### src/common/ssioc_pkg.sv
// Package for the servo sequence I/O control block
// Behaviour
// - In origin search with the external sensor chosen, the latch input replaces the index pulse as origin event.
// - In interrupt feeding, a latch during the move retargets to latched position plus the external final distance.
// - In interrupt feeding, with no latch during the move, the original target is completed unchanged.
// - At search feed speed, proximity going active slows the motor to approach speed.
// - After proximity goes inactive, the first origin event slows to creep and positions over the final distance.
// - When that final positioning completes, the current position becomes the coordinate origin.
// - A direction may be driven only while its inhibit input is asserted.
// - When a direction becomes inhibited, the motor decelerates to a stop and is held in servo lock.
// - After an overtravel stop, the holding torque limit is the motor maximum torque.
// - Overtravel never raises an alarm or touches the fault indicator output.
// - The emergency stop input lets the host force servo off and remove motor power.
// - Emergency stop while rotating brakes dynamically to a stop, then goes servo free.
// - Emergency stop while motor power is on raises alarm code A.28.
// - The fault indicator output is inactive on any error and active in normal operation.
// - The fault indicator output is inactive from power up until initial processing of about 2 s ends.
// - The brake release output carries holding brake timing; the brake is released only while it is active.
package ssioc_pkg;
   localparam int unsigned CLK_HZ = 250_000_000;
   localparam int unsigned INIT_TIME_MS = 2000;
   localparam int unsigned INIT_CYCLES = INIT_TIME_MS * (CLK_HZ / 1000);
   localparam int unsigned DEB_TIME_US = 1;
   localparam int unsigned DEB_CYCLES = DEB_TIME_US * (CLK_HZ / 1_000_000);
   localparam int unsigned DEB_W = 8;
   localparam int unsigned INIT_W = 32;
   localparam int unsigned POS_W = 32;
   localparam int unsigned NUM_IN = 5;
   localparam int unsigned IN_LATCH = 0;
   localparam int unsigned IN_PROX = 1;
   localparam int unsigned IN_FWD = 2;
   localparam int unsigned IN_REV = 3;
   localparam int unsigned IN_STOP = 4;
   localparam logic [7:0] ALARM_ESTOP = 8'h28;
   localparam logic [7:0] ALARM_NONE = 8'h00;

   typedef enum logic [2:0] {
      SSIOC_IDLE = 3'h0,
      SSIOC_FEED = 3'h1,
      SSIOC_APPR = 3'h3,
      SSIOC_WAIT = 3'h2,
      SSIOC_CREEP = 3'h6,
      SSIOC_MOVE = 3'h7,
      SSIOC_INTR = 3'h5
   } ssioc_seq_t;

   typedef enum logic [1:0] {
      SSIOC_SPD_STOP = 2'h0,
      SSIOC_SPD_FEED = 2'h1,
      SSIOC_SPD_APPR = 2'h3,
      SSIOC_SPD_CREEP = 2'h2
   } ssioc_speed_t;

   typedef struct packed {
      logic search_start;
      logic use_ext_origin;
      logic feed_start;
      logic signed [POS_W-1:0] target;
      logic signed [POS_W-1:0] final_dist;
      logic signed [POS_W-1:0] ext_dist;
      logic fwd_dir;
   } ssioc_cmd_t;

   typedef struct packed {
      ssioc_speed_t speed;
      logic drive_fwd;
      logic drive_rev;
      logic servo_lock;
      logic full_torque;
      logic dyn_brake;
      logic servo_free;
      logic origin_set;
      logic busy;
      logic done;
      logic signed [POS_W-1:0] goal;
   } ssioc_drv_t;

   typedef struct packed {
      logic [NUM_IN-1:0] s1;
      logic [NUM_IN-1:0] s2;
      logic [NUM_IN-1:0] clean;
      logic [NUM_IN-1:0][DEB_W-1:0] cnt;
      logic [INIT_W-1:0] init_cnt;
      logic init_done;
      ssioc_seq_t seq;
      logic prox_seen;
      logic latch_prev;
      logic index_prev;
      logic [7:0] alarm;
      logic brake_rel;
      ssioc_drv_t drv;
   } ssioc_state_t;
endpackage

### src/hw/ssioc_top.sv
// Servo sequence I/O control: origin search, interrupt feed, overtravel, emergency stop
`timescale 1ns/1ps
`default_nettype none
module ssioc_top
   import ssioc_pkg::*;
#(
   parameter int unsigned INIT_CNT = INIT_CYCLES
)
(
   // Clock and reset
   input wire logic clk,
   input wire logic rst,
   // Sequence pins, asynchronous
   input wire logic external_latch_input,
   input wire logic origin_proximity_input,
   input wire logic forward_inhibit_input,
   input wire logic reverse_inhibit_input,
   input wire logic estop_input,
   // Motion core, same clock
   input wire logic index_pulse,
   input wire logic signed [POS_W-1:0] cur_pos,
   input wire logic motor_moving,
   input wire logic motor_power_on,
   input wire logic servo_on_req,
   input wire logic in_position,
   input wire logic internal_error,
   input wire ssioc_cmd_t cmd,
   output ssioc_drv_t drv,
   output logic [7:0] alarm_code,
   // Sequence outputs
   output logic fault_indicator_output,
   output logic brake_release_output
);
   ssioc_state_t st_ff;
   ssioc_state_t nxt_st;
   logic [NUM_IN-1:0] pins;
   logic [NUM_IN-1:0] raw_s1;
   logic [NUM_IN-1:0] raw_s2;
   logic [NUM_IN-1:0] clean_d;
   logic [NUM_IN-1:0][DEB_W-1:0] cnt_d;

   assign pins = {estop_input, reverse_inhibit_input, forward_inhibit_input,
                  origin_proximity_input, external_latch_input};
   assign raw_s1 = pins;
   assign raw_s2 = st_ff.s1;

   genvar gi;
   generate
      for (gi = 0; gi < NUM_IN; gi++)
      begin : g_deb
         always_comb
         begin
            clean_d[gi] = st_ff.clean[gi];
            cnt_d[gi] = '0;
            if (st_ff.s2[gi] != st_ff.clean[gi])
            begin
               if (st_ff.cnt[gi] >= DEB_W'(DEB_CYCLES - 1))
                  clean_d[gi] = st_ff.s2[gi];
               else
                  cnt_d[gi] = st_ff.cnt[gi] + DEB_W'(1);
            end
         end
      end
   endgenerate

   always_comb
   begin
      logic latch_c;
      logic prox_c;
      logic fwd_ok;
      logic rev_ok;
      logic stop_c;
      logic origin_evt;
      logic latch_evt;
      latch_c = st_ff.clean[IN_LATCH];
      prox_c = st_ff.clean[IN_PROX];
      fwd_ok = st_ff.clean[IN_FWD];
      rev_ok = st_ff.clean[IN_REV];
      stop_c = st_ff.clean[IN_STOP];
      latch_evt = latch_c && !st_ff.latch_prev;
      nxt_st = st_ff;
      nxt_st.s1 = raw_s1;
      nxt_st.s2 = raw_s2;
      nxt_st.clean = clean_d;
      nxt_st.cnt = cnt_d;
      nxt_st.latch_prev = latch_c;
      nxt_st.index_prev = index_pulse;
      nxt_st.drv.origin_set = 1'b0;
      nxt_st.drv.done = 1'b0;
      origin_evt = cmd.use_ext_origin ? latch_evt : (index_pulse && !st_ff.index_prev);
      // hold fault output off during init
      if (!st_ff.init_done)
      begin
         if (st_ff.init_cnt >= INIT_W'(INIT_CNT - 1))
            nxt_st.init_done = 1'b1;
         else
            nxt_st.init_cnt = st_ff.init_cnt + INIT_W'(1);
      end
      case (st_ff.seq)
         SSIOC_IDLE:
         begin
            nxt_st.drv.speed = SSIOC_SPD_STOP;
            if (cmd.search_start && st_ff.init_done)
            begin
               nxt_st.seq = SSIOC_FEED;
               nxt_st.prox_seen = 1'b0;
               nxt_st.drv.speed = SSIOC_SPD_FEED;
            end
            else if (cmd.feed_start && st_ff.init_done)
            begin
               nxt_st.seq = SSIOC_INTR;
               nxt_st.drv.goal = cmd.target;
            end
         end
         SSIOC_FEED:
            if (prox_c)
            begin
               nxt_st.seq = SSIOC_APPR;
               nxt_st.drv.speed = SSIOC_SPD_APPR;
            end
         SSIOC_APPR:
            if (!prox_c)
               nxt_st.seq = SSIOC_WAIT;
         SSIOC_WAIT:
            // first origin event after proximity off
            if (origin_evt)
            begin
               nxt_st.seq = SSIOC_CREEP;
               nxt_st.drv.speed = SSIOC_SPD_CREEP;
               nxt_st.drv.goal = cur_pos + cmd.final_dist;
            end
         SSIOC_CREEP:
            if (in_position)
            begin
               nxt_st.seq = SSIOC_IDLE;
               nxt_st.drv.origin_set = 1'b1;
               nxt_st.drv.done = 1'b1;
               nxt_st.drv.speed = SSIOC_SPD_STOP;
            end
         SSIOC_INTR:
            if (latch_evt)
            begin
               nxt_st.seq = SSIOC_MOVE;
               nxt_st.drv.goal = cur_pos + cmd.ext_dist;
            end
            else if (in_position)
            begin
               nxt_st.seq = SSIOC_IDLE;
               nxt_st.drv.done = 1'b1;
            end
         SSIOC_MOVE:
            if (in_position)
            begin
               nxt_st.seq = SSIOC_IDLE;
               nxt_st.drv.done = 1'b1;
            end
         default:
            nxt_st.seq = SSIOC_IDLE;
      endcase
      nxt_st.drv.busy = (nxt_st.seq != SSIOC_IDLE);
      // direction gating by inhibit inputs
      // Emergency stop removes drive in both directions
      nxt_st.drv.drive_fwd = fwd_ok && cmd.fwd_dir && !stop_c;
      nxt_st.drv.drive_rev = rev_ok && !cmd.fwd_dir && !stop_c;
      // stop and lock on inhibited direction
      nxt_st.drv.servo_lock = (cmd.fwd_dir && !fwd_ok) || (!cmd.fwd_dir && !rev_ok);
      nxt_st.drv.full_torque = nxt_st.drv.servo_lock && !motor_moving;
      nxt_st.drv.dyn_brake = stop_c && motor_moving;
      nxt_st.drv.servo_free = stop_c && !motor_moving;
      if (stop_c)
      begin
         nxt_st.seq = SSIOC_IDLE;
         nxt_st.drv.busy = 1'b0;
         nxt_st.drv.speed = SSIOC_SPD_STOP;
      end
      if (stop_c && motor_power_on)
         nxt_st.alarm = ALARM_ESTOP;
      else if (!stop_c && !internal_error)
         nxt_st.alarm = ALARM_NONE;
      // brake released only when servo on is requested, no stop and no alarm after init; internal_error alone does not hold it
      nxt_st.brake_rel = st_ff.init_done && servo_on_req && !stop_c &&
                         (nxt_st.alarm == ALARM_NONE);
   end

   always_ff @(posedge clk or posedge rst)
   begin
      if (rst)
         st_ff <= '0;
      else
         st_ff <= nxt_st;
   end

   assign drv = st_ff.drv;
   assign alarm_code = st_ff.alarm;
   assign fault_indicator_output = st_ff.init_done && (st_ff.alarm == ALARM_NONE) &&
                                   !internal_error;
   assign brake_release_output = st_ff.brake_rel;
endmodule
`default_nettype wire

### config.mk
export PLATFORM = sky130hd
export DESIGN_NAME = ssioc_top
export DESIGN_NICKNAME = d
export VERILOG_FILES = /design/src/common/ssioc_pkg.sv /design/src/hw/ssioc_top.sv
export SDC_FILE = /design/constraint.sdc
export NUM_CORES = 1
export LEC_CHECK = 0
export ABC_AREA = 1
export BUFFER_PORTS_ARGS = -buffer_cell sky130_fd_sc_hd__buf_2
export CAP_MARGIN = 20
export CORE_MARGIN = 2
export CORE_UTILIZATION = 33
export CTS_BUF_LIST = sky130_fd_sc_hd__clkbuf_16
export CTS_CLUSTER_SIZE = 14
export DETAILED_ROUTE_END_ITERATION = 7
export PLACE_DENSITY_LB_ADDON = 0.2
export SLEW_MARGIN = 30
export SYNTH_ARGS = -nofsm -noshare
export SYNTH_HDL_FRONTEND = slang
export SYNTH_SLANG_ARGS = --single-unit
### constraint.sdc
create_clock -name clk -period 5.1 [get_ports clk]
set_input_delay 0.765 -clock clk [delete_from_list [all_inputs] [get_ports clk]]
set_output_delay 0.765 -clock clk [all_outputs]
set_load 0.05 [all_outputs]
* Word-level counts from Yosys, hierarchy flattened *
Index checks and enable logic that the tools add are counted.
W data, S select, Z words.

storage, ports and cells
  word-level logic and storage cells = 148
  output and inout bits = 53
  register bits after elaboration = 145
  input port bits = 145

cells by class
  equality and inequality tests = 18
  order comparisons = 6
  bitwise gates (word level) = 2
  add/sub/neg operators = 8
  mux-type cells = 40
  reduce and logical (&&, ||, !) cells = 44

operator list
  kind                     number
  $mux W32                 4
  $mux W8                  12
  $pmux W32 S3             1
  $add A32 B32 Y32         2
  $add A8 B1 Y8 const B    5
  $ge A8 B8 Y1 const B     5
  $add A32 B1 Y32 const B  1
  $ge A32 B29 Y1 const B   1
  $mux W3                  8
  $logic_and A1 B1 Y1      20
  $pmux W3 S6              1
  $logic_not A8 Y1         2
  $reduce_and A2 Y1        6
  $eq A3 B3 Y1 const B     3
  $ne A3 B3 Y1 const B     3
  $logic_not A1 Y1         8
  $mux W1                  8
  $mux W2                  4
  $ne A2 B2 Y1 const B     4
  $pmux W2 S4              1
  $eq A3 B2 Y1 const B     2
  $reduce_bool A3 Y1       2
  $ne A1 B1 Y1             5
  $reduce_and A5 Y1        1
  other kinds (8)          9

* Logic depth before layout (Yosys ltp) *
Gate-level depths: netlist of the first run.

  depth in word-level cells = 7
  gate-level depth with buffers = 22
  mapped depth without buffers = 21

* Worst setup path after synthesis of the first run *
OpenSTA, ideal clock, no wires.

  path type = input to output
  from = input internal_error
  to = output fault_indicator_output
  arrival = 2.318 ns
  stages = 1
  setup slack = 2.017 ns
  required time = 4.335 ns
  cells stage by stage = nor4_1

between the ends
  cells in the longest elaborated chain, start to end = 2

ends and longest elaborated chain
  element              RTL line          source
  start: declaration   ssioc_top.sv:26   input wire logic internal_error,
  $logic_not A1 Y1     ssioc_top.sv:196  !internal_error;
  $logic_and A1 B1 Y1  ssioc_top.sv:195  assign fault_indicator_output = st_ff.init_done && (st_ff.alarm == ALARM_NONE) &&
  end: declaration     ssioc_top.sv:31   output logic fault_indicator_output,

No other way between the ends.

* Worst setup path after layout of the first run *
  from = register st_ff[55] in the netlist's numbering
  to = register st_ff, in the netlist drv[28]

between the ends
  cells in the longest elaborated chain, start to end = 3
  elaborated cells on any way between the ends = 10

ends and longest elaborated chain
  element                                                              RTL line          source
  start: declaration                                                   ssioc_top.sv:34   ssioc_state_t st_ff;
  start signal: assignment                                             ssioc_top.sv:190  st_ff <= nxt_st;
  $eq A3 B3 Y1, or another cell as far along                           ssioc_top.sv:99   case (st_ff.seq)
  $ne A2 B2 Y1 (no line) / $reduce_bool A3 Y1 (equally long branches)  -
  $reduce_and A5 Y1 (no line)                                          -

Parallel ways exist; a longest one is shown, timed or not.
A chain may end at the register's enable or synchronous reset.

==> results of run 1 <==
==> cells in the mapped netlist (all sizes together) <==
library cell | number | area, µm²
ha | 50 | 626
clkbuf | 10 | 37.5
nor4 | 4 | 25.0
a21o | 1 | 7.51
nand4 | 16 | 100
or2 | 2 | 12.5
nor3 | 30 | 150
o21bai | 2 | 15.0
dfrtp | 145 | 3630
xor2 | 31 | 272
buf | 72 | 562
nor2 | 200 | 811
nand3 | 75 | 385
o31ai | 1 | 7.51
nand3b | 1 | 7.51
nand2 | 508 | 1910
a31oi | 3 | 18.8
a21oi | 66 | 330
o2111ai | 2 | 17.5
inv | 241 | 907
fa | 1 | 20.0
o22ai | 2 | 12.5
a211oi | 1 | 7.51
o211ai | 2 | 15.0
xnor2 | 18 | 158
o21ai | 51 | 255
==> kinds of logic after synthesis <==
group / after synthesis / synth area share [%]
AND/OR/NAND/NOR: 836 / 33.0
buffers and inverters: 323 / 14.6
flip-flops: 145 / 35.2
AO/OA/AOI/OAI: 131 / 6.67
adder cells (fa/ha/maj): 51 / 6.27
XOR/XNOR: 49 / 4.17
==> through the flow <==
step / power, W / std cells / area, µm²
3_3_place_gp: 0.00168 / 2052 / 11200
6_report: 0.00288 / 2083 / 11800
4_1_cts: 0.00293 / 2083 / 11800
3_5_place_dp: 0.00168 / 2052 / 11200
2_1_floorplan: 0.00153 / 1535 / 10300
5_1_grt: 0.00304 / 2083 / 11800
==> power by group through the flow <==
stage / clock network [W] / logic, W / registers (W)
6_report: 0.00123 / 0.000465 / 0.00119
5_1_grt: 0.00132 / 0.000533 / 0.00119
3_3_place_gp: 0 / 0.000467 / 0.00121
2_1_floorplan: 0 / 0.000322 / 0.00121
4_1_cts: 0.00126 / 0.000472 / 0.00119
3_5_place_dp: 0 / 0.000470 / 0.00121
==> area by class of cell <==
cell class | count | area [µm²] | area share (%)
Timing Repair Buffer | 203 | 1030 | 8.74
Sequential cell | 145 | 3630 | 30.7
Tap cell | 396 | 495 | 4.20
Multi-Input combinational cell | 1067 | 5160 | 43.8
Clock inverter | 14 | 143 | 1.21
Inverter | 241 | 912 | 7.73
Clock buffer | 17 | 425 | 3.61
==> how the worst min path moves through the flow <==
stage                 endpoint  slack [ns]  cells after the start
global placement    st_ff[140]        0.34                      0
CTS                 st_ff[140]        0.35                      0
global route        st_ff[136]        0.36                      0
detailed placement  st_ff[140]        0.34                      0
finish              st_ff[140]        0.35                      0
floorplan           st_ff[136]        0.33                      0
==> critical path, cell delays in order (launching register included) <==
cell and delay, ns:
dfrtp_1 0.43, inv_2 0.10, nor2_4 0.10, nand2_1 0.05
buf_4 0.25, inv_2 0.43, nand2_1 0.09, nand2_1 0.08
ha_1 0.16, inv_1 0.05, fa_1 0.38, inv_1 0.11
nand3_1 0.08, nand3_1 0.14, nand3_1 0.11, nand3_1 0.23
nand2_1 0.11, nand3_1 0.09, nand3_1 0.09, nand2_1 0.08
nand2_1 0.04
==> sequential cells by signal, summed over array words and instances (netlist names) <==
| signal | flops |
|---|---|
| nxt_st | 1 |
| drv | 43 |
| st_ff | 87 |
| brake_release_output | 1 |
| alarm_code | 8 |
| raw_s2 | 5 |
==> routing by layer <==
metal,track usage (%),vias to the layer above,wire length [µm]
li1,-,4937,-
met1,23.1,4212,13300
met2,28.4,169,12500
met3,3.05,19,1050
met4,3.55,0,294
met5,0,-,0
==> run metrics, run 1 <==
Site Rows 64; post-layout util 38.5%; # Max-Cap Violations 0; R2R cell count 20; grt total ovfl 0; Crit. End Element flop; Avg Cell Area, Syn 6.71 µm²; final hold vios 0; R2R setup slack 1.75 ns; R2R Path End drv[28]; CTS root buf clkbuf_16; sequential share of power 41.3%; first-pass GRT wire length 45.5 mm; Fillers 3331; PwrDens 244 nW/µm²; Syn Std Cell Area 10300 µm²; Worst slew margin 47.5%; setup_tns 0 ns; Layout Skew 0.0135 ns; Core Area 30700 µm²; die span in y 181 µm; nets 1871; Hold WS 0.349 ns; final slew viol count 0; Period minus WS final 3.35 ns; IO buf count 197; clock transition at the registers of the reported paths 0.06 ns; DP Worst Slack 1.77 ns; critical path type flop to flop; 1st-iter DRT viols 568; syn_nets 1731; RR Startpoint st_ff[55]; vias 9337; WL final 27.1 mm; Pre-Repair DR Iteration Count 5; post-DP HPWL 21.6 mm; worst-path fanout max 38; status finished, final reports clean; hold_buf cts 0; maximum clock path buffer count 2; Pleak 6.43 nW; clock power share 42.5%; Net Sw Power 0.000833 W; Final setup viols 0; die area 32600 µm²; initial antenna violation count 0; fin crit share 65.6%; DRC violation count after routing 0; Clock Latency Late Sink 0.42 ns; Setup Buffers After CTS 0; vias per cell 4.48; largest net degree at the start of global routing 83; Tot GR Track Use 17.0%; worst setup path start st_ff[55]; measured slew at the worst slew-check pin 0.786 ns; internal cell power 0.00205 W; Syn Inst Count 1535; # diodes 0; Layout area overhead 14.6%; Die W 181 µm; most frequent cells in the layout nand2_1, inv_1, buf_2; Final ANT Viol Nets 0; hold_sp raw_s2[4]; CTS tree built; Worst setup SP type flop; post-cts resize count 0; Combinational Power Share 16.1%; HP Class flop to flop; boundary pin count 198; Yosys reg bits 145; Max Freq 299 MHz; GPL Wtd Cong 0.916; vias in the first global route 9215; Net Sw Frac 28.9%; count of cell types in the netlist 35; CP required 5.41 ns; Starting Density 33.6%; WL/cell 13.0 µm; total CTS buffers 17; RSZ-0062 raised after global routing no; H-tree Lvls 4; Worst IR Drop VDD 222 µV; Yosys warnings 0; WP data arrival 3.66 ns; most common cell after layout, fill and taps aside nand2_1; setup ws final 1.75 ns; Sink Count 145; Setup crit end drv[28]; sequential area share after synthesis 35.2%; layout cells sized above 1 15.5%
(Power assumes the default switching activity.)
==> inputs of run 2 (changes only) <==
==> constraint.sdc (replaced) <==
create_clock -name clk -period 2.9 [get_ports clk]
set_input_delay 0.435 -clock clk [delete_from_list [all_inputs] [get_ports clk]]
set_output_delay 0.435 -clock clk [all_outputs]
set_load 0.05 [all_outputs]
==> run 2 against run 1 <==
Compared with the run above: register-to-register slack worse by 1.5 ns; cell count up 1.2%; combinational power increased by 86%; global-route usage rose by 0.32 points; first-iteration DRC count fell by 15%; worst setup slack got worse by 1.5 ns; worst hold slack lost 0.23 ns; core utilization is 0.93 points higher; via count increased by 1.8%; flip-flop and latch count did not move; critical path type unchanged; critical endpoint is now drv[29]; largest power group unchanged.
==> run metrics, run 2 (synthesis results as in run 1) <==
die area 32600 µm² (unchanged); R2R Path End drv[29]; layout cells sized above 1 17.5% (+2.0 points); Worst IR Drop VDD 397 µV (+79%); Max stage delay on crit path 0.41 ns (-0.02 ns); hold_buf cts 0 (unchanged); GPL Wtd Cong 0.904 (-1.3%); H-tree Lvls 4 (unchanged); Final ANT Viol Nets 0 (unchanged); Reg with most FFs st_ff; measured slew at the worst slew-check pin 0.505 ns (-0.280 ns); Layout Skew 0.0116 ns (-0.00195 ns); Clock Latency Late Sink 0.42 ns (about the same); vias in the first global route 9307 (+1.0%); post-DP HPWL 22.0 mm (+1.8%); Pleak 6.59 nW (+2.6%); Tot GR Track Use 17.4% (+0.32 points); vias 9504 (+1.8%); Worst setup SP type flop; total CTS buffers 17 (unchanged); most common cell after layout, fill and taps aside nand2_1; Pre-Repair DR Iteration Count 5 (unchanged); HP Class primary input to asynchronous set/reset pin; # Max-Cap Violations 0 (unchanged); post-layout util 39.4% (+0.93 points); Worst slew margin 66.3% (+19 points); Core Area 30700 µm² (unchanged); Layout area overhead 17.4%; 1st-iter DRT viols 480 (-15%); R2R cell count 20 (unchanged); clock transition at the registers of the reported paths 0.07 ns (about the same); WL final 27.6 mm (+2.0%); maximum clock path buffer count 2 (unchanged); Final setup viols 0 (unchanged); Die W 181 µm (unchanged); # diodes 0 (unchanged); worst-path cell chain nor2_4, nand2_4, buf_6, buf_12, nand2_1, nand2_1, ha_1, buf_4, nand2_1, inv_1, nand2_1, nand2_1, nand2_1, nand2_1, a21oi_2, nand2_1, nand2_1, nand3_2, nand2_1, nand2_1; die span in y 181 µm (unchanged); post-cts resize count 0 (unchanged); most frequent cells in the layout nand2_1, inv_1, buf_2; grt total ovfl 0 (unchanged); Net Sw Frac 28.6% (-0.32 points); largest net degree at the start of global routing 90 (+8.4%); Setup Buffers After CTS 0 (unchanged); IO buf count 197 (unchanged); Net Sw Power 0.00145 W (+75%); max reg flops 87 (unchanged); worst-path fanout max 19 (-50%); first-pass GRT wire length 46.4 mm (+2.0%); Slowest cell on crit path dfrtp_1; DRC violation count after routing 0 (unchanged); Non-Filler Instances 2107 (+1.2%); vias per cell 4.51 (+0.63%); sequential share of power 41.1% (-0.2 points); fin crit share 91.9% (+26 points); initial antenna violation count 0 (unchanged); WL/cell 13.1 µm (+0.83%); CP required 3.22 ns (-2.19 ns); Site Rows 64 (unchanged); WP data arrival 2.98 ns (-0.68 ns); Tot Pwr 0.00509 W (+77%); R2R setup slack 0.23 ns (-1.52 ns); final instance area 12100 µm² (+2.4%); Starting Density 33.6% (unchanged); most frequent cell on the critical path nand2_1; Period minus WS final 2.67 ns (-0.681 ns); Combinational Power Share 17.0% (+0.9 points); placed instance area 11500 µm² (+2.0%); nets 1895 (+1.3%); CTS tree built; Crit. End Element flop; PwrDens 421 nW/µm² (+72%); critical path type flop to flop; internal cell power 0.00364 W (+77%); final hold vios 0 (unchanged); Max Freq 375 MHz (+26%); placed cell count 2076 (+1.2%); clock power share 41.9% (-0.6 points); RR Startpoint st_ff[56]; Sink Count 145 (unchanged); status finished, final reports clean; final slew viol count 0 (unchanged); boundary pin count 198 (unchanged); CTS root buf clkbuf_16
==> run 2: changes by cell type in the layout (fill, tap and decap cells not counted), sizes merged <==
cell,before,now
clkinvlp,6,5
buf,203,227
inv,244,241
clkinv,3,7
==> run 2: how the worst max path moves through the flow <==
stage,endpoint,startpoint
finish,drv[29],st_ff[56]
global route,drv[23],st_ff[56]
detailed placement,drv[24],st_ff[56]
CTS,drv[24],st_ff[56]
floorplan,drv[28],st_ff[55]
global placement,drv[24],st_ff[56]
==> run 2: layout make-up <==
| cell class | count | area [µm²] |
|---|---|---|
| Tap cell | 396 | 495 |
| Clock inverter | 14 | 143 |
| Timing Repair Buffer | 227 | 1260 |
| Fill cell | 3274 | 18600 |
| Sequential cell | 145 | 3630 |
| Clock buffer | 17 | 425 |
| Inverter | 241 | 911 |
| Multi-Input combinational cell | 1067 | 5220 |
==> run 2: per-layer routing <==
layer / vias up / wire length, µm / GRT usage, %
met2: 205 / 12700 / 28.7
li1: 4987 / - / -
met3: 16 / 1230 / 3.38
met4: 0 / 165 / 2.55
met5: - / 0 / 0
met1: 4296 / 13500 / 23.9
==> run 2: through the flow <==
stage               worst slack (ns)  hold WS (ns)  setup TNS (ns)
floorplan                      0.259         0.331               0
global placement              0.0720         0.333               0
detailed placement            0.0603         0.336               0
CTS                           0.0292         0.101               0
global route                -0.00806        0.0938         -0.0158
finish                         0.234         0.122               0
==> run 2: power groups by stage <==
stage                     registers, W  clock network, W  logic, W
after global routing           0.00210           0.00229  0.000990
after floorplan                0.00212                 0  0.000566
after global placement         0.00213                 0  0.000858
after detailed placement       0.00213                 0  0.000858
final                          0.00210           0.00213  0.000865
after CTS                      0.00210           0.00220  0.000863
==> run 2: worst max-delay path, delay by kind of cell (launching register included) <==
family,cells,cell delay [ns]
AO/OA/AOI/OAI,1,0.16
adder cells (fa/ha/maj),1,0.32
buffers and inverters,4,0.52
flip-flops,1,0.41
AND/OR/NAND/NOR,14,1.12
